$ cat src/pkg/pcr_consts.vh
// Purpose: Shared constants of the core clock ratio and reset release block
// Assumes: aclk at 200 MHz, 32-bit AXI4-Lite register access
// Notes: Definitions only
`ifndef PCR_CONSTS_VH
`define PCR_CONSTS_VH

// ****************************************
// Register map (byte addresses)
// ****************************************
`define PCR_ADDR_W 4
`define PCR_OFS_POWER_MGMT_CONTROL 4'h0
`define PCR_OFS_SPDIV 4'h4
`define PCR_OFS_SPIRATE 4'h8
`define PCR_OFS_STATUS 4'hc

// ****************************************
// Field positions of power_mgmt_control
// ****************************************
`define PCR_MULT_LSB 0
`define PCR_MULT_MSB 6
`define PCR_DIV_LSB 8
`define PCR_DIV_MSB 11
`define PCR_INDIV_BIT 16

// ****************************************
// Reset values
// ****************************************
`define PCR_DIV_RST 4'h1
`define PCR_INDIV_RST 1'b0
`define PCR_SPDIV_RST 16'h0004
`define PCR_SPIRATE_RST 16'h0008

// ****************************************
// Multiplier chosen by the ratio pins
// ****************************************
`define PCR_MULT_CFG0 7'h06
`define PCR_MULT_CFG1 7'h10
`define PCR_MULT_CFG2 7'h08
`define PCR_MULT_CFG3 7'h03

// ****************************************
// Timing
// ****************************************
`define PCR_CLK_MHZ 200
`define PCR_LOCK_TIME_US 100
`define PCR_LOCK_CYCLES (`PCR_LOCK_TIME_US * `PCR_CLK_MHZ)
`define PCR_REF_HOLD 13'h1000
`define PCR_CORE_HOLD 2'h2
`define PCR_PERIPH_RATIO 16'h0002

// ****************************************
// AXI responses
// ****************************************
`define PCR_RESP_OKAY 2'h0
`define PCR_RESP_SLVERR 2'h2

`endif

$ cat src/design/pcr_clock_reset.v
// Purpose: Core clock ratio, derived clock enables and core reset release
// Assumes: reference clock and reset pin are asynchronous to aclk
// Notes: Clocks are modelled as one-cycle enables on aclk
`timescale 1ns/1ps
`include "pcr_consts.vh"

// Operation
// Core rate is 2M times input over 2N
// Input is reference, halved when divider enabled
// Peripheral enable every second core tick
// Serial bit tick divides core by ratio
// SPI tick divides core by rate register
// Ratio pins load multiplier during reset
// Software keeps oscillator frequency in range
// Software keeps core period in range
// Core reset held 4096 reference plus 2 core
// Synchroniser slip adds at most one reference
// Later resets low at least 4 references
// Reset held until reference stable 10 us
// Ratio pins stable 20 us before release
// Software programs multiplier for full speed
// Lock flag within 100 us of start
// Reassertion restarts release counter
module pcr_clock_reset #(
  parameter LOCK_CYCLES = `PCR_LOCK_CYCLES
) (
  input wire aclk, // System clock, 200 MHz
  input wire aresetn, // Synchronous reset, active low
  input wire [3:0] s_axi_awaddr, // Write address
  input wire s_axi_awvalid, // Write address valid
  output reg s_axi_awready, // Write address ready
  input wire [31:0] s_axi_wdata, // Write data
  input wire [3:0] s_axi_wstrb, // Write byte strobes
  input wire s_axi_wvalid, // Write data valid
  output reg s_axi_wready, // Write data ready
  output reg [1:0] s_axi_bresp, // Write response
  output reg s_axi_bvalid, // Write response valid
  input wire s_axi_bready, // Write response ready
  input wire [3:0] s_axi_araddr, // Read address
  input wire s_axi_arvalid, // Read address valid
  output reg s_axi_arready, // Read address ready
  output reg [31:0] s_axi_rdata, // Read data
  output reg [1:0] s_axi_rresp, // Read response
  output reg s_axi_rvalid, // Read data valid
  input wire s_axi_rready, // Read data ready
  input wire reference_clock_input, // Reference clock pin
  input wire reset_pin_n, // External reset pin, active low
  input wire [1:0] ratio_select_pins, // Ratio strap pins
  output reg core_clock_en_q, // Core clock enable
  output wire periph_clock_en_q, // Peripheral clock enable
  output wire serial_bit_en_q, // Serial port bit enable
  output wire spi_bit_clock_en_q, // SPI bit clock enable
  output reg core_reset_n_q, // Core reset, active low
  output reg pll_locked_q // Lock flag
);

  localparam ST_HOLD = 2'b00;
  localparam ST_REF = 2'b01;
  localparam ST_CORE = 2'b10;
  localparam ST_RUN = 2'b11;

  reg ref_s1_q, ref_s2_q, ref_s3_q;
  reg [1:0] rst_s_q;
  reg [1:0] cfg_s1_q, cfg_s2_q;
  reg [6:0] mult_q;
  reg [3:0] div_q;
  reg indiv_q;
  reg [15:0] spdiv_q, spirate_q;
  reg in_phase_q;
  reg [15:0] per_cnt_q, per_q;
  reg [20:0] acc_q;
  reg [31:0] lock_cnt_q;
  reg [1:0] state_q;
  reg [12:0] ref_cnt_q;
  reg [1:0] core_cnt_q;
  reg aw_got_q, w_got_q;
  reg [3:0] awaddr_q;
  reg [31:0] wdata_q;
  reg [3:0] wstrb_q;
  wire ref_edge;
  wire in_edge;
  wire [20:0] thr;
  wire [20:0] acc_sum;
  wire do_write;
  wire [31:0] power_mgmt_control_rd;
  wire [31:0] power_mgmt_control_new;
  wire [31:0] spdiv_new;
  wire [31:0] spirate_new;

  // Byte-lane merge of a write into an old value
  function [31:0] merge;
    input [31:0] old;
    input [31:0] nw;
    input [3:0] strb;
    integer i;
    begin
      merge = old;
      for (i = 0; i < 4; i = i + 1) begin
        if (strb[i]) begin
          merge[i*8 +: 8] = nw[i*8 +: 8];
        end
      end
    end
  endfunction

  // Multiplier selected by the ratio pins
  function [6:0] pin_mult;
    input [1:0] cfg;
    begin
      case (cfg)
        2'b00: pin_mult = `PCR_MULT_CFG0;
        2'b01: pin_mult = `PCR_MULT_CFG1;
        2'b10: pin_mult = `PCR_MULT_CFG2;
        default: pin_mult = `PCR_MULT_CFG3;
      endcase
    end
  endfunction

  // ****************************************
  // Pin synchronisers
  // ****************************************
  always @(posedge aclk) begin
    if (!aresetn) begin
      ref_s1_q <= 1'b0;
      ref_s2_q <= 1'b0;
      ref_s3_q <= 1'b0;
      rst_s_q <= 2'b00;
      cfg_s1_q <= 2'b00;
      cfg_s2_q <= 2'b00;
    end else begin
      ref_s1_q <= reference_clock_input;
      ref_s2_q <= ref_s1_q;
      ref_s3_q <= ref_s2_q;
      rst_s_q <= {rst_s_q[0], reset_pin_n};
      cfg_s1_q <= ratio_select_pins;
      cfg_s2_q <= cfg_s1_q;
    end
  end

  assign ref_edge = ref_s2_q & ~ref_s3_q;
  assign in_edge = ref_edge & (~indiv_q | in_phase_q);

  // ****************************************
  // Input period measure and rate accumulator
  // ****************************************
  assign thr = {1'b0, div_q} * {5'h00, per_q};
  assign acc_sum = acc_q + {14'h0000, mult_q};

  always @(posedge aclk) begin
    if (!aresetn) begin
      in_phase_q <= 1'b0;
      per_cnt_q <= 16'h0000;
      per_q <= 16'h0000;
      acc_q <= 21'h000000;
      core_clock_en_q <= 1'b0;
    end else begin
      if (ref_edge) begin
        in_phase_q <= ~in_phase_q;
      end
      if (in_edge) begin
        per_q <= per_cnt_q + 16'h0001;
        per_cnt_q <= 16'h0000;
      end else if (per_cnt_q != 16'hffff) begin
        per_cnt_q <= per_cnt_q + 16'h0001;
      end
      core_clock_en_q <= 1'b0;
      if (!pll_locked_q || thr == 21'h000000) begin
        acc_q <= 21'h000000;
      end else if (acc_sum >= thr) begin
        acc_q <= acc_sum - thr;
        core_clock_en_q <= 1'b1;
      end else begin
        acc_q <= acc_sum;
      end
    end
  end

  // ****************************************
  // Lock timer, restarted by reprogramming
  // ****************************************
  always @(posedge aclk) begin
    if (!aresetn) begin
      lock_cnt_q <= 32'h00000000;
      pll_locked_q <= 1'b0;
    end else if (do_write && awaddr_q == `PCR_OFS_POWER_MGMT_CONTROL) begin
      lock_cnt_q <= 32'h00000000;
      pll_locked_q <= 1'b0;
    end else if (lock_cnt_q + 32'h00000001 >= LOCK_CYCLES) begin
      pll_locked_q <= 1'b1;
    end else begin
      lock_cnt_q <= lock_cnt_q + 32'h00000001;
    end
  end

  // ****************************************
  // Core reset release sequencer
  // ****************************************
  always @(posedge aclk) begin
    if (!aresetn) begin
      state_q <= ST_HOLD;
      ref_cnt_q <= 13'h0000;
      core_cnt_q <= 2'b00;
      core_reset_n_q <= 1'b0;
    end else if (!rst_s_q[1]) begin
      state_q <= ST_HOLD;
      ref_cnt_q <= 13'h0000;
      core_cnt_q <= 2'b00;
      core_reset_n_q <= 1'b0;
    end else begin
      case (state_q)
        ST_HOLD: begin
          state_q <= ST_REF;
        end
        ST_REF: begin
          if (ref_edge) begin
            if (ref_cnt_q + 13'h0001 >= `PCR_REF_HOLD) begin
              state_q <= ST_CORE;
            end
            ref_cnt_q <= ref_cnt_q + 13'h0001;
          end
        end
        ST_CORE: begin
          if (core_clock_en_q) begin
            if (core_cnt_q + 2'b01 >= `PCR_CORE_HOLD) begin
              state_q <= ST_RUN;
              core_reset_n_q <= 1'b1;
            end
            core_cnt_q <= core_cnt_q + 2'b01;
          end
        end
        default: begin
          core_reset_n_q <= 1'b1;
        end
      endcase
    end
  end

  // ****************************************
  // Derived clock enables
  // ****************************************
  pcr_rate_div u_periph (
    .aclk(aclk),
    .aresetn(aresetn),
    .tick_in(core_clock_en_q),
    .ratio(`PCR_PERIPH_RATIO),
    .tick_q(periph_clock_en_q)
  );

  pcr_rate_div u_serial (
    .aclk(aclk),
    .aresetn(aresetn),
    .tick_in(core_clock_en_q),
    .ratio(spdiv_q),
    .tick_q(serial_bit_en_q)
  );

  pcr_rate_div u_spi (
    .aclk(aclk),
    .aresetn(aresetn),
    .tick_in(core_clock_en_q),
    .ratio(spirate_q),
    .tick_q(spi_bit_clock_en_q)
  );

  // ****************************************
  // AXI4-Lite write channel
  // ****************************************
  assign do_write = aw_got_q & w_got_q & ~s_axi_bvalid;
  assign power_mgmt_control_rd = {15'h0000, indiv_q, 4'h0, div_q, 1'b0, mult_q};
  assign power_mgmt_control_new = merge(power_mgmt_control_rd, wdata_q, wstrb_q);
  assign spdiv_new = merge({16'h0000, spdiv_q}, wdata_q, wstrb_q);
  assign spirate_new = merge({16'h0000, spirate_q}, wdata_q, wstrb_q);

  always @(posedge aclk) begin
    if (!aresetn) begin
      s_axi_awready <= 1'b1;
      s_axi_wready <= 1'b1;
      s_axi_bvalid <= 1'b0;
      s_axi_bresp <= `PCR_RESP_OKAY;
      aw_got_q <= 1'b0;
      w_got_q <= 1'b0;
      awaddr_q <= 4'h0;
      wdata_q <= 32'h00000000;
      wstrb_q <= 4'h0;
    end else begin
      if (s_axi_awvalid && s_axi_awready) begin
        aw_got_q <= 1'b1;
        awaddr_q <= s_axi_awaddr;
        s_axi_awready <= 1'b0;
      end
      if (s_axi_wvalid && s_axi_wready) begin
        w_got_q <= 1'b1;
        wdata_q <= s_axi_wdata;
        wstrb_q <= s_axi_wstrb;
        s_axi_wready <= 1'b0;
      end
      if (do_write) begin
        aw_got_q <= 1'b0;
        w_got_q <= 1'b0;
        s_axi_bvalid <= 1'b1;
        case (awaddr_q)
          `PCR_OFS_POWER_MGMT_CONTROL, `PCR_OFS_SPDIV, `PCR_OFS_SPIRATE, `PCR_OFS_STATUS: begin
            s_axi_bresp <= `PCR_RESP_OKAY;
          end
          default: begin
            s_axi_bresp <= `PCR_RESP_SLVERR;
          end
        endcase
      end
      if (s_axi_bvalid && s_axi_bready) begin
        s_axi_bvalid <= 1'b0;
        s_axi_awready <= 1'b1;
        s_axi_wready <= 1'b1;
      end
    end
  end

  // ****************************************
  // Control registers and strap capture
  // ****************************************
  always @(posedge aclk) begin
    if (!aresetn) begin
      mult_q <= `PCR_MULT_CFG0;
      div_q <= `PCR_DIV_RST;
      indiv_q <= `PCR_INDIV_RST;
      spdiv_q <= `PCR_SPDIV_RST;
      spirate_q <= `PCR_SPIRATE_RST;
    end else if (!rst_s_q[1]) begin
      mult_q <= pin_mult(cfg_s2_q);
      div_q <= `PCR_DIV_RST;
      indiv_q <= `PCR_INDIV_RST;
    end else if (do_write) begin
      case (awaddr_q)
        `PCR_OFS_POWER_MGMT_CONTROL: begin
          mult_q <= power_mgmt_control_new[`PCR_MULT_MSB:`PCR_MULT_LSB];
          div_q <= power_mgmt_control_new[`PCR_DIV_MSB:`PCR_DIV_LSB];
          indiv_q <= power_mgmt_control_new[`PCR_INDIV_BIT];
        end
        `PCR_OFS_SPDIV: begin
          spdiv_q <= spdiv_new[15:0];
        end
        `PCR_OFS_SPIRATE: begin
          spirate_q <= spirate_new[15:0];
        end
        default: begin
          spdiv_q <= spdiv_q;
        end
      endcase
    end
  end

  // ****************************************
  // AXI4-Lite read channel
  // ****************************************
  always @(posedge aclk) begin
    if (!aresetn) begin
      s_axi_arready <= 1'b1;
      s_axi_rvalid <= 1'b0;
      s_axi_rdata <= 32'h00000000;
      s_axi_rresp <= `PCR_RESP_OKAY;
    end else if (s_axi_arvalid && s_axi_arready) begin
      s_axi_arready <= 1'b0;
      s_axi_rvalid <= 1'b1;
      s_axi_rresp <= `PCR_RESP_OKAY;
      case (s_axi_araddr)
        `PCR_OFS_POWER_MGMT_CONTROL: s_axi_rdata <= power_mgmt_control_rd;
        `PCR_OFS_SPDIV: s_axi_rdata <= {16'h0000, spdiv_q};
        `PCR_OFS_SPIRATE: s_axi_rdata <= {16'h0000, spirate_q};
        `PCR_OFS_STATUS: s_axi_rdata <= {per_q, 12'h000, cfg_s2_q,
                                         core_reset_n_q, pll_locked_q};
        default: begin
          s_axi_rdata <= 32'h00000000;
          s_axi_rresp <= `PCR_RESP_SLVERR;
        end
      endcase
    end else if (s_axi_rvalid && s_axi_rready) begin
      s_axi_rvalid <= 1'b0;
      s_axi_arready <= 1'b1;
    end
  end

endmodule

$ cat src/design/pcr_rate_div.v
// Purpose: Divides a tick stream by a programmable ratio
// Assumes: tick_in is a one-cycle enable on aclk
// Notes: Ratio 0 acts as 1
`timescale 1ns/1ps

module pcr_rate_div (
  input wire aclk, // System clock
  input wire aresetn, // Synchronous reset, active low
  input wire tick_in, // Source enable pulse
  input wire [15:0] ratio, // Source ticks per output tick
  output reg tick_q // Output enable pulse
);

  reg [15:0] cnt_q;

  // ****************************************
  // Tick counter
  // ****************************************
  always @(posedge aclk) begin
    if (!aresetn) begin
      cnt_q <= 16'h0000;
      tick_q <= 1'b0;
    end else begin
      tick_q <= 1'b0;
      if (tick_in) begin
        if (cnt_q + 16'h0001 >= ratio) begin
          cnt_q <= 16'h0000;
          tick_q <= 1'b1;
        end else begin
          cnt_q <= cnt_q + 16'h0001;
        end
      end
    end
  end

endmodule

$ cat config.mk
export PLATFORM = sky130hd
export DESIGN_NAME = pcr_clock_reset
export DESIGN_NICKNAME = d
export VERILOG_FILES = /design/src/design/pcr_clock_reset.v /design/src/design/pcr_rate_div.v
export VERILOG_INCLUDE_DIRS = /design/src /design/src/pkg
export SDC_FILE = /design/constraint.sdc
export NUM_CORES = 1
export LEC_CHECK = 0
export ABC_CLOCK_PERIOD_IN_PS = 4900
export BUFFER_PORTS_ARGS = -buffer_cell sky130_fd_sc_hd__buf_2
export CAP_MARGIN = 5
export CORE_UTILIZATION = 35
export CTS_CLUSTER_SIZE = 20
export DETAILED_ROUTE_END_ITERATION = 10
export HOLD_SLACK_MARGIN = 0.03
export PLACE_DENSITY_LB_ADDON = 0.1
export RECOVER_POWER = 25
export SYNTH_ARGS = -nofsm -noshare
export SYNTH_HDL_FRONTEND = slang
export SYNTH_SLANG_ARGS = --single-unit
$ cat constraint.sdc
create_clock -name aclk -period 4.9 [get_ports aclk]
set_input_delay 0.98 -clock aclk [delete_from_list [all_inputs] [get_ports aclk]]
set_output_delay 0.98 -clock aclk [all_outputs]
set_load 0.03 [all_outputs]
==> key figures, run 1 <==
Run status
  – Status: finished, violations left
  – Failing checks: max-capacitance violations, max-slew violations, negative setup slack

Timing
  – Slew HR: -0.0913
  – Slew Limit Fails: between 50 and 60
  – Final period util: 1.08
  – Fin. Hold Viols: 0
  – Unrepaired setup endpoints after global routing: yes
  – FMAX: between 150 and 200 MHz
  – Skew final: around 0.013 ns
  – Final worst path period need: ~5.3 ns
  – Worst setup margin: -0.416 ns
  – Final number of setup-violating endpoints: 22
  – Worst-Margin Slew: 1.63 ns

Clocking
  – H-tree depth: 2
  – Clk pin slew, worst setup/hold paths: around 0.06 ns
  – CTS tree: yes
  – Clock Latency Late Sink: around 0.54 ns
  – Root Buffer: clkbuf_16
  – CTS max path bufs: 3
  – CTS Sinks: ~280
  – Hold buffers post-CTS: 0
  – Num CTS Buffers: 35

Die
  – Die Y: 216 µm
  – Floorplan row count: between 70 and 80
  – Chip width: roughly 220 µm
  – CORE AREA: between 40000 and 50000 µm²
  – Initial core utilization: 0.354
  – Die Area: around 47000 µm²
  – I/O pin total: roughly 100

Critical path
  – CP Launch Type: register
  – Worst path cell trace: and2_4, fa_1, inv_1, fa_1, inv_2, ha_4, nor2b_4, o2111ai_2, nand4b_1, xnor2_2, ha_4, and3_4, o31ai_2, a31oi_1, o22a_4, a211oi_2, o221ai_1, a31oi_1, o2111a_2, o21ai_4, clkbuf_16, and3_1, nor3_1
  – Worst setup EP type: register
  – Max Fanout on Critical Path: 10
  – R2R Setup Slk: -0.42 ns
  – CP Class: reg2reg
  – Family with the most delay on the worst path: compound AO/OA/AOI/OAI gates
  – CP max stage delay: about 0.54 ns
  – CP arrival: a little under 6 ns
  – CP Buf/Inv Count: 3
  – Slowest cell on crit path: fa_1
  – Critical path required time: 5.37 ns

Layout
  – # nets final: roughly 2200
  – Register area: 5520 µm²
  – Post-Layout Inst Area: between 15000 and 20000 µm²
  – Final Util: 0.430
  – # fillers: between 4000 and 5000
  – Layout overhead on the synthesized area: 21.6%
  – Layout cells sized above 1: 0.173
  – Diodes inserted: 0
  – Multi-input combinational cell area: 10200 µm²

Yosys
  – Syn. warnings: 0
  – Post-Synthesis Cell Area: about 16000 µm²
  – Ys async rst share: 0
  – Synthesized area per cell: about 8.7 µm²
  – Register area share after synthesis: 0.344
  – Flops & latches, synth: between 200 and 300
  – Ys flop type: dfxtp_1
  – Yosys cell types: just under 80
  – EDFF count, synth: 0
  – Mapped Cells: around 1800

Place
  – Post-Place Setup Slack: -0.529 ns
  – Placed Area: ~18000 µm²
  – Port bufs: between 80 and 90
  – Post-DP HPWL: around 32 mm
  – Placer Congestion: 0.813

GRT
  – Global route overflow: 0
  – Initial antenna violation count: 0
  – Vias in the first global route: ~13000
  – Gr usage total: 0.183
  – Met3 Use GR: 0.0264
  – Most Crowded Layer GR: met2
  – Met1 Usage GRT: 0.259
  – Grt met2 use: 0.289
  – First-pass GRT wire length: ~70 mm
  – Largest net degree at the start of global routing: between 40 and 50

Min path
  – Hold WC Path Type: reg2reg

Drt
  – Initial DRC count: around 670
  – Vias per std cell: 5.07
  – Routed wire per std cell: between 15 and 20 µm
  – Drt total wl: between 40 and 50 mm
  – Drt first pass iters: 7
  – Antenna violation net count after detailed routing: 0
  – Via count: about 13000
  – # DRC: 0

Power and ir drop
  – Peak supply drop: about 0.00034 V
  – Combinational Power Share: 0.096
  – Internal: about 0.0041 W
  – Clk pwr share: 0.476
  – Sw power: approximately 0.0013 W
  – Leak Pwr: between 8 and 9 nW
  – Switching Fraction: 0.249
  – Sequential power share: 0.427
  – PwrDens: about 280 nW/µm²

Run
  – Max cap viols: 2
## worst paths after layout
path                            startpoint   endpoint  cells after the start
worst max-delay path              div_q[3]  acc_q[12]                     23
worst min-delay path              ref_s1_q   ref_s2_q                      1
worst max register to register    div_q[3]  acc_q[12]                     23
worst min register to register    ref_s1_q   ref_s2_q                      1
## registers in the layout, summed over array words and instances, names as in the netlist, 3 cells and up
| register | flops |
|---|---|
| u_periph.cnt_q | 16 |
| ref_cnt_q | 13 |
| wstrb_q | 3 |
| lock_cnt_q | 32 |
| u_spi.cnt_q | 16 |
| spirate_q | 16 |
| per_cnt_q | 16 |
| s_axi_rdata | 32 |
| mult_q | 7 |
| u_serial.cnt_q | 16 |
| acc_q | 21 |
| awaddr_q | 4 |
| div_q | 4 |
| per_q | 16 |
| wdata_q | 17 |
| spdiv_q | 16 |
## metrics by stage
| stage | hold slack, ns | setup TNS, ns | power [W] | instances |
|---|---|---|---|---|
| CTS | 0.434 | -8.05 | 0.00545 | 2625 |
| floorplan | 0.412 | -1.12 | 0.00266 | 1840 |
| global placement | 0.423 | -9.18 | 0.00282 | 2558 |
| detailed placement | 0.421 | -10.27 | 0.00282 | 2558 |
| global route | 0.444 | -14.11 | 0.00564 | 2637 |
| finish | 0.429 | -8.01 | 0.00541 | 2637 |
## synthesized netlist by cell type, drive strengths merged, types with 12 or more instances
cell type / count / area share
clkbuf: 73 / 0.017
ha: 95 / 0.074
nand2b: 16 / 0.0062
fa: 30 / 0.037
mux2i: 54 / 0.034
xor2: 63 / 0.034
nand3: 100 / 0.031
nor2: 108 / 0.025
nand2: 166 / 0.039
a22oi: 34 / 0.016
nand4: 22 / 0.0086
o21ai: 58 / 0.018
nor3: 32 / 0.010
o211a: 19 / 0.012
inv: 95 / 0.022
xnor2: 60 / 0.033
a211oi: 16 / 0.0075
and2: 104 / 0.041
a32o: 23 / 0.014
nor2b: 76 / 0.030
dfxtp: 275 / 0.34
a21o: 23 / 0.011
a21oi: 63 / 0.020
and3: 23 / 0.0090
a31oi: 16 / 0.0066
or3: 12 / 0.0047
a21boi: 34 / 0.016
## power by group through the flow
stage | clock (W) | sequential, W | combinational [W]
3_5_place_dp | 0 | 0.00236 | 0.000460
3_3_place_gp | 0 | 0.00236 | 0.000457
4_1_cts | 0.00267 | 0.00231 | 0.000471
6_report | 0.00257 | 0.00231 | 0.000521
2_1_floorplan | 0 | 0.00235 | 0.000303
5_1_grt | 0.00276 | 0.00231 | 0.000569
## cell usage in the layout, fill, tap and decap left out, types with 21 or more instances in the layout
cell	Yosys	final
a21boi_0	32	32
a21o_1	23	23
a21oi_1	63	57
a22oi_1	34	34
a32o_1	23	23
and2_1	104	91
and3_1	23	22
buf_2	4	72
buf_4	3	118
clkbuf_1	73	21
clkbuf_16	0	38
dfxtp_1	275	270
fa_1	30	29
ha_1	95	86
inv_1	95	92
mux2i_1	54	54
nand2_1	166	166
nand3_1	100	98
nand4_1	22	22
nor2_1	107	106
nor2b_1	76	75
nor3_1	32	31
o21ai_0	53	50
xnor2_1	60	57
xor2_1	63	61
## cell families (layout without fill, tap and decap cells)
family                   after synthesis  in the layout  share of synthesized area
adder cells (fa/ha/maj)              128            128                      0.114
other                                  1              2                   0.000234
multiplexers                          60             60                     0.0408
AND/OR/NAND/NOR                      714            714                      0.231
AO/OA/AOI/OAI                        362            362                      0.161
buffers and inverters                176            373                     0.0422
flip-flops                           275            275                      0.344
XOR/XNOR                             123            123                     0.0672
## timing repair
item                                    4_1_cts  5_1_grt
gates cloned                                  0        2
gates resized for setup                       9       55
pin swaps                                     3       36
endpoints found under the setup margin       22       22
endpoints found under the hold margin         0        0
buffers inserted                              4       10
## metal layers
metal,up-vias,routed length [µm]
met5,-,0
met4,0,862
met3,45,1350
met2,150,19200
met1,6351,21600
li1,6821,-
## cell type report
cell class | instances | area share
repair buffers | 215 | 0.0749
flip-flops and latches | 275 | 0.283
clock buffers | 48 | 0.0516
well taps | 600 | 0.0385
inverters | 95 | 0.0183
multi-input cells | 1389 | 0.526
clock inverters | 15 | 0.00758
## worst register-to-register path, stage by stage, from the launching register on
cell       delay [ns]
dfxtp_4          0.38
and2_4           0.17
fa_1             0.54
inv_1            0.05
fa_1             0.49
inv_2            0.05
ha_4             0.21
nor2b_4          0.12
o2111ai_2        0.20
nand4b_1         0.19
xnor2_2          0.30
ha_4             0.27
and3_4           0.18
o31ai_2          0.23
a31oi_1          0.10
o22a_4           0.24
a211oi_2         0.20
o221ai_1         0.14
a31oi_1          0.26
o2111a_2         0.30
o21ai_4          0.11
clkbuf_16        0.19
and3_1           0.16
nor3_1           0.17
Note: power is estimated with default switching activity, not from simulation.
==> run 2: changes to the inputs <==
--- a/config.mk
+++ b/config.mk
@@ -13,7 +13,6 @@
 export CTS_CLUSTER_SIZE = 20
 export DETAILED_ROUTE_END_ITERATION = 10
 export HOLD_SLACK_MARGIN = 0.03
-export PLACE_DENSITY_LB_ADDON = 0.1
 export RECOVER_POWER = 25
 export SYNTH_ARGS = -nofsm -noshare
 export SYNTH_HDL_FRONTEND = slang
==> key figures, run 2 (same netlist as run 1, synthesis figures left out) <==
Run status
  – Status: finished, violations left
  – Failing checks: max-capacitance violations, max-slew violations, negative setup slack

Min path
  – Hold WC Path Type: reg2reg

Power and ir drop
  – PwrDens: 279 nW/µm² (+0.65%)
  – Peak supply drop: 0.000265 V (-22%)
  – Leak Pwr: 7.98 nW (-0.47%)

GRT
  – Grt met2 use: 0.286 (-0.00268)
  – Vias in the first global route: 13200 (+1.8%)
  – Met3 Use GR: 0.0200 (-0.00634)
  – Global route overflow: 0 (unchanged)
  – Initial antenna violation count: 1 (+1)
  – Largest net degree at the start of global routing: 68 (+45%)
  – Most Crowded Layer GR: met2
  – Met1 Usage GRT: 0.237 (-0.0214)
  – Gr usage total: 0.173 (-0.0103)
  – First-pass GRT wire length: 66.9 mm (-3.0%)

Critical path
  – CP Buf/Inv Count: 3 (unchanged)
  – CP Launch Type: register
  – Worst setup EP type: register
  – Critical path required time: 5.39 ns (+0.02 ns)
  – Slowest cell on crit path: fa_2
  – Most common cell on crit path: fa_2
  – CP Class: reg2reg
  – Max Fanout on Critical Path: 8 (-2)
  – CP max stage delay: 0.59 ns (+0.05 ns)
  – CP arrival: 5.80 ns (+0.02 ns)
  – Family with the most delay on the worst path: compound AO/OA/AOI/OAI gates
  – Worst path cell trace: and2_4, fa_1, fa_2, inv_2, fa_2, nor2b_4, o2111ai_2, buf_4, nand4b_1, a311oi_1, o21bai_1, a21oi_2, o311a_1, ha_4, nand3_2, or3b_4, o31a_1, o21ai_4, buf_12, a211oi_1, a31o_2

Drt
  – Via count: 13700 (+2.4%)
  – Initial DRC count: 812 (+22%)
  – Routed wire per std cell: 15.7 µm (-3.6%)
  – # DRC: 0 (unchanged)
  – Drt total wl: 41.3 mm (-4.0%)
  – Antenna violation net count after detailed routing: 0 (unchanged)
  – Drt first pass iters: 5 (-2)
  – Vias per std cell: 5.21 (+2.8%)

Die
  – I/O pin total: 102 (unchanged)
  – Initial core utilization: 0.354 (unchanged)
  – Die Area: 46600 µm² (unchanged)
  – Floorplan row count: 78 (unchanged)
  – Chip width: 216 µm (unchanged)
  – CORE AREA: 45300 µm² (unchanged)
  – Die Y: 216 µm (unchanged)

Place
  – Inst Count DP: 2553 (-0.20%)
  – Port bufs: 83 (unchanged)
  – Placed Area: 17800 µm² (-0.35%)
  – Placer Congestion: 0.881 (+8.3%)
  – Post-DP HPWL: 30.1 mm (-4.6%)
  – Post-Place Setup Slack: -0.447 ns (+0.0818 ns)

Timing
  – Unrepaired setup endpoints after global routing: yes
  – FMAX: 188 MHz (+0.11%)
  – Slew Limit Fails: 145 (+150%)
  – Final worst path period need: 5.31 ns (-0.00606 ns)
  – Slew HR: -0.700 (-0.609)
  – Total negative slack: -7.97 ns (+0.0340 ns)
  – Worst setup margin: -0.410 ns (+0.00606 ns)
  – Worst-Margin Slew: 2.55 ns (+0.916 ns)
  – Fin. Hold Viols: 0 (unchanged)
  – Final period util: 1.08 (-0.00124)
  – Final number of setup-violating endpoints: 22 (unchanged)
  – Skew final: 0.0111 ns (-0.00239 ns)

Clocking
  – CTS Sinks: 275 (unchanged)
  – Clk pin slew, worst setup/hold paths: 0.06 ns (about the same)
  – Num CTS Buffers: 31 (-11%)
  – Clock Latency Late Sink: 0.59 ns (+0.05 ns)
  – CTS max path bufs: 3 (unchanged)
  – Root Buffer: clkbuf_16
  – Hold buffers post-CTS: 0 (unchanged)
  – CTS tree: yes
  – H-tree depth: 1 (-1)

Layout
  – Most frequent cells in the layout: dfxtp_1, nand2_1, buf_4, nor2_1, nand3_1
  – # fillers: 4458 (-2.9%)
  – Layout overhead on the synthesized area: 21.5%
  – Most common cell after layout, fill and taps aside: dfxtp_1
  – Diodes inserted: 0 (unchanged)
  – Top flop regs: lock_cnt_q x32, s_axi_rdata x32, acc_q x21
  – Register area: 5520 µm² (about the same)
  – Final Util: 0.430 (-0.000442)
  – # nets final: 2184 (-0.32%)
  – Post-Layout Inst Area: 19500 µm² (-0.10%)
  – Post-Layout Cell Count: 2626 (-0.42%)
  – Multi-input combinational cell area: 10300 µm² (+0.23%)
  – Layout cells sized above 1: 0.179 (+0.00637)

Run
  – Max cap viols: 3 (+1)
-- run 2: area by class of cell --
cell class	count	share of cell area
clock buffers	34	0.0415
clock inverters	21	0.0170
inverters	95	0.0183
multi-input cells	1389	0.528
flip-flops and latches	275	0.283
well taps	600	0.0386
repair buffers	212	0.0737
-- run 2: timing repair --
item                                    4_1_cts  5_1_grt
gates resized for setup                      20       53
endpoints found under the setup margin       22       22
hold endpoints to repair                      0        0
cloned                                        0        3
setup buffers                                 8        7
pin swaps                                    13       42
-- run 2: through the flow --
step	total power (W)	hold WS [ns]
2_1_floorplan	0.00266	0.412
3_3_place_gp	0.00280	0.431
3_5_place_dp	0.00281	0.425
4_1_cts	0.00544	0.438
5_1_grt	0.00564	0.467
6_report	0.00544	0.436
-- run 2: metal layers --
metal | vias up | wire (µm)
met5 | - | 0
met1 | 6594 | 19800
met3 | 46 | 1980
met2 | 257 | 18700
li1 | 6786 | -
met4 | 0 | 793
-- run 2: worst register-to-register path: stages, from the launching register on --
cell and delay [ns]:
dfxtp_4 0.37, and2_4 0.15, fa_1 0.49, fa_2 0.59
inv_2 0.04, fa_2 0.37, nor2b_4 0.13, o2111ai_2 0.12
buf_4 0.15, nand4b_1 0.17, a311oi_1 0.13, o21bai_1 0.25
a21oi_2 0.11, o311a_1 0.38, ha_4 0.29, nand3_2 0.08
or3b_4 0.38, o31a_1 0.34, o21ai_4 0.16, buf_12 0.19
a211oi_1 0.07, a31o_2 0.23
-- run 2: path summary, 6_finish.rpt --
kind / slack [ns] / startpoint / cells past startpoint / to
worst min-delay path: 0.44 / ref_s1_q / 1 / ref_s2_q
worst min register to register: 0.44 / ref_s1_q / 1 / ref_s2_q
worst max register to register: -0.41 / div_q[1] / 21 / acc_q[15]
worst max-delay path: -0.41 / div_q[1] / 21 / acc_q[15]
-- run 2: where the power goes --
| part | leakage (nW) | internal (W) | switching, W |
|---|---|---|---|
| Sequential | 2.23 | 0.00227 | 0.0000399 |
| Clock | 0.552 | 0.00161 | 0.000981 |
| Combinational | 5.20 | 0.000252 | 0.000288 |
==> run 3: changes to the inputs <==
--- a/config.mk
+++ b/config.mk
@@ -6,7 +6,7 @@
 export SDC_FILE = /design/constraint.sdc
 export NUM_CORES = 1
 export LEC_CHECK = 0
-export ABC_CLOCK_PERIOD_IN_PS = 4900
+export ABC_CLOCK_PERIOD_IN_PS = 6350
 export BUFFER_PORTS_ARGS = -buffer_cell sky130_fd_sc_hd__buf_2
 export CAP_MARGIN = 5
 export CORE_UTILIZATION = 35
==> constraint.sdc (replaced) <==
create_clock -name aclk -period 6.35 [get_ports aclk]
set_input_delay 1.27 -clock aclk [delete_from_list [all_inputs] [get_ports aclk]]
set_output_delay 1.27 -clock aclk [all_outputs]
set_load 0.02 [all_outputs]
==> key figures, run 3 (same netlist as run 1, synthesis figures left out) <==
Drt
  – Routed wire per std cell: 15.6 µm (-1.0%)
  – Via count: 13200 (-3.5%)
  – Antenna violation net count after detailed routing: 0 (unchanged)
  – Vias per std cell: 5.25 (+0.82%)
  – Drt first pass iters: 5 (unchanged)
  – Initial DRC count: 887 (+9.2%)
  – Drt total wl: 39.1 mm (-5.3%)
  – # DRC: 0 (unchanged)

Power and ir drop
  – Internal: 0.00313 W (-24%)
  – Leak Pwr: 7.41 nW (-7.0%)
  – Peak supply drop: 0.000205 V (-23%)
  – Switching Fraction: 0.238 (-0.00240)
  – Combinational Power Share: 0.074 (-0.025)
  – PwrDens: 226 nW/µm² (-19%)
  – Sw power: 0.000979 W (-25%)
  – Sequential power share: 0.435 (+0.010)
  – Clk pwr share: 0.491 (+0.015)

Min path
  – Hold Path End: cfg_s2_q[1]
  – Hold path depth: 1 (unchanged)
  – Hold path start: cfg_s1_q[1]
  – Hold WC Path Type: reg2reg

Clocking
  – CTS max path bufs: 3 (unchanged)
  – CTS Sinks: 275 (unchanged)
  – H-tree depth: 1 (unchanged)
  – CTS tree: yes
  – Clock Latency Late Sink: 0.59 ns (about the same)
  – Num CTS Buffers: 31 (unchanged)
  – Clk pin slew, worst setup/hold paths: 0.06 ns (about the same)
  – Root Buffer: clkbuf_16

Layout
  – Diodes inserted: 0 (unchanged)
  – Post-Layout Inst Area: 18200 µm² (-6.7%)
  – Layout overhead on the synthesized area: 13.4%
  – Register area: 5510 µm² (-0.23%)
  – Top flop regs: lock_cnt_q x32, s_axi_rdata x32, acc_q x21
  – Multi-input combinational cell area: 9880 µm² (-3.8%)
  – Layout cells sized above 1: 0.0930 (-0.0862)
  – # nets final: 2071 (-5.2%)
  – # fillers: 4557 (+2.2%)
  – Most frequent cells in the layout: dfxtp_1, nand2_1, nor2_1, and2_1, nand3_1
  – Most common cell after layout, fill and taps aside: dfxtp_1

Timing
  – Slew Limit Fails: 149 (+2.8%)
  – Final worst path period need: 5.93 ns (+0.622 ns)
  – Final period util: 0.934 (-0.149)
  – Fin. Hold Viols: 0 (unchanged)
  – Final number of setup-violating endpoints: 0 (-100%)
  – Worst-Margin Slew: 2.54 ns (-0.00860 ns)
  – Skew final: 0.0199 ns (+0.00884 ns)
  – Unrepaired setup endpoints after global routing: no
  – Slew HR: -0.694 (+0.00573)
  – FMAX: 169 MHz (-10%)
  – Total negative slack: 0 ns (+7.97 ns)

Critical path
  – Beginning of the critical path: div_q[1]
  – CP arrival: 6.41 ns (+0.61 ns)
  – Critical path required time: 6.83 ns (+1.44 ns)
  – CP Class: reg2reg
  – CP Launch Type: register
  – Max Fanout on Critical Path: 31 (+23)
  – Reg2reg path depth: 20 (-4.8%)
  – Worst setup EP type: register
  – Worst R2R End: acc_q[11]
  – Reg2Reg Launch Point: div_q[1]
  – R2R Setup Slk: 0.42 ns (+0.83 ns)

Die
  – Chip width: 216 µm (unchanged)
  – Die Y: 216 µm (unchanged)
  – Floorplan row count: 78 (unchanged)
  – CORE AREA: 45300 µm² (unchanged)
  – Die Area: 46600 µm² (unchanged)
  – I/O pin total: 102 (unchanged)
  – Initial core utilization: 0.354 (unchanged)

GRT
  – First-pass GRT wire length: 65.2 mm (-2.6%)
  – Largest net degree at the start of global routing: 67 (-1.5%)
  – Vias in the first global route: 12800 (-2.9%)
  – Initial antenna violation count: 0 (-1)
  – Global route overflow: 0 (unchanged)
  – Gr usage total: 0.168 (-0.00488)

Place
  – Placed Area: 17000 µm² (-4.5%)
  – Post-DP HPWL: 28.5 mm (-5.3%)
  – Placer Congestion: 0.858 (-2.6%)
  – Port bufs: 83 (unchanged)

Run
  – Max cap viols: 3 (unchanged)

Run status
  – Failing checks: max-capacitance violations, max-slew violations
  – Status: finished, violations left
-- run 3: through the flow --
step           hold WS [ns]  setup slack (ns)  power, W   util  std cells
2_1_floorplan         0.412             0.956   0.00204      -       1840
3_3_place_gp          0.432             0.547   0.00212  0.376       2458
3_5_place_dp          0.425             0.460   0.00213  0.376       2458
4_1_cts               0.437             0.435   0.00416  0.401       2514
5_1_grt               0.474            0.0213   0.00427  0.401       2514
6_report              0.448             0.418   0.00411  0.401       2514
-- run 3: worst max-delay path by stage --
| stage | end | slack (ns) | cells after the start |
|---|---|---|---|
| final | acc_q[11] | 0.42 | 20 |
| after global routing | acc_q[20] | 0.02 | 23 |
| after CTS | acc_q[11] | 0.43 | 20 |
| after detailed placement | acc_q[11] | 0.46 | 20 |
| after global placement | acc_q[20] | 0.55 | 23 |
| after floorplan | acc_q[12] | 0.96 | 24 |
-- run 3: layer usage --
metal	share of wire	GRT usage	vias up	wire length, µm
met2	0.45	0.271	289	17500
met1	0.48	0.232	6312	18600
li1	-	-	6555	-
met3	0.054	0.0238	51	2100
met4	0.022	0.0491	0	864
met5	0	0	-	0
-- run 3: cell type report --
| cell class | count | area share |
|---|---|---|
| clock buffer | 40 | 0.0479 |
| inverter | 95 | 0.0196 |
| multi-input combinational | 1389 | 0.544 |
| sequential | 275 | 0.303 |
| clock inverter | 16 | 0.0154 |
| tap | 600 | 0.0413 |
| timing repair buffer | 99 | 0.0290 |
-- run 3: what timing repair did --
action                                 4_1_cts  5_1_grt
buffers inserted                             0        0
hold buffers                                 0        0
setup endpoints to repair                    0        5
resized for setup                            0        1
endpoints found under the hold margin        0        0
-- run 3: worst max-delay path, stage by stage (launching register included) --
cell and delay (ns):
dfxtp_1 0.50, buf_4 0.26, and2_1 0.16, fa_1 0.44, fa_1 0.50, ha_1 0.37
a21oi_1 0.19, nand3_1 0.10, nand4b_1 0.33, a311oi_1 0.34, o21bai_1 0.14, a211o_1 0.31
o311a_1 0.15, ha_1 0.41, nand3_1 0.09, or3b_1 0.40, o31a_1 0.35, o21ai_2 0.06
buf_4 0.33, a211oi_1 0.12, a31o_2 0.23
-- run 3: power groups by stage --
stage | Sequential, W | Combinational [W] | Clock, W
floorplan | 0.00181 | 0.000226 | 0
global placement | 0.00182 | 0.000298 | 0
detailed placement | 0.00183 | 0.000302 | 0
CTS | 0.00179 | 0.000305 | 0.00207
global route | 0.00179 | 0.000338 | 0.00214
finish | 0.00179 | 0.000305 | 0.00202
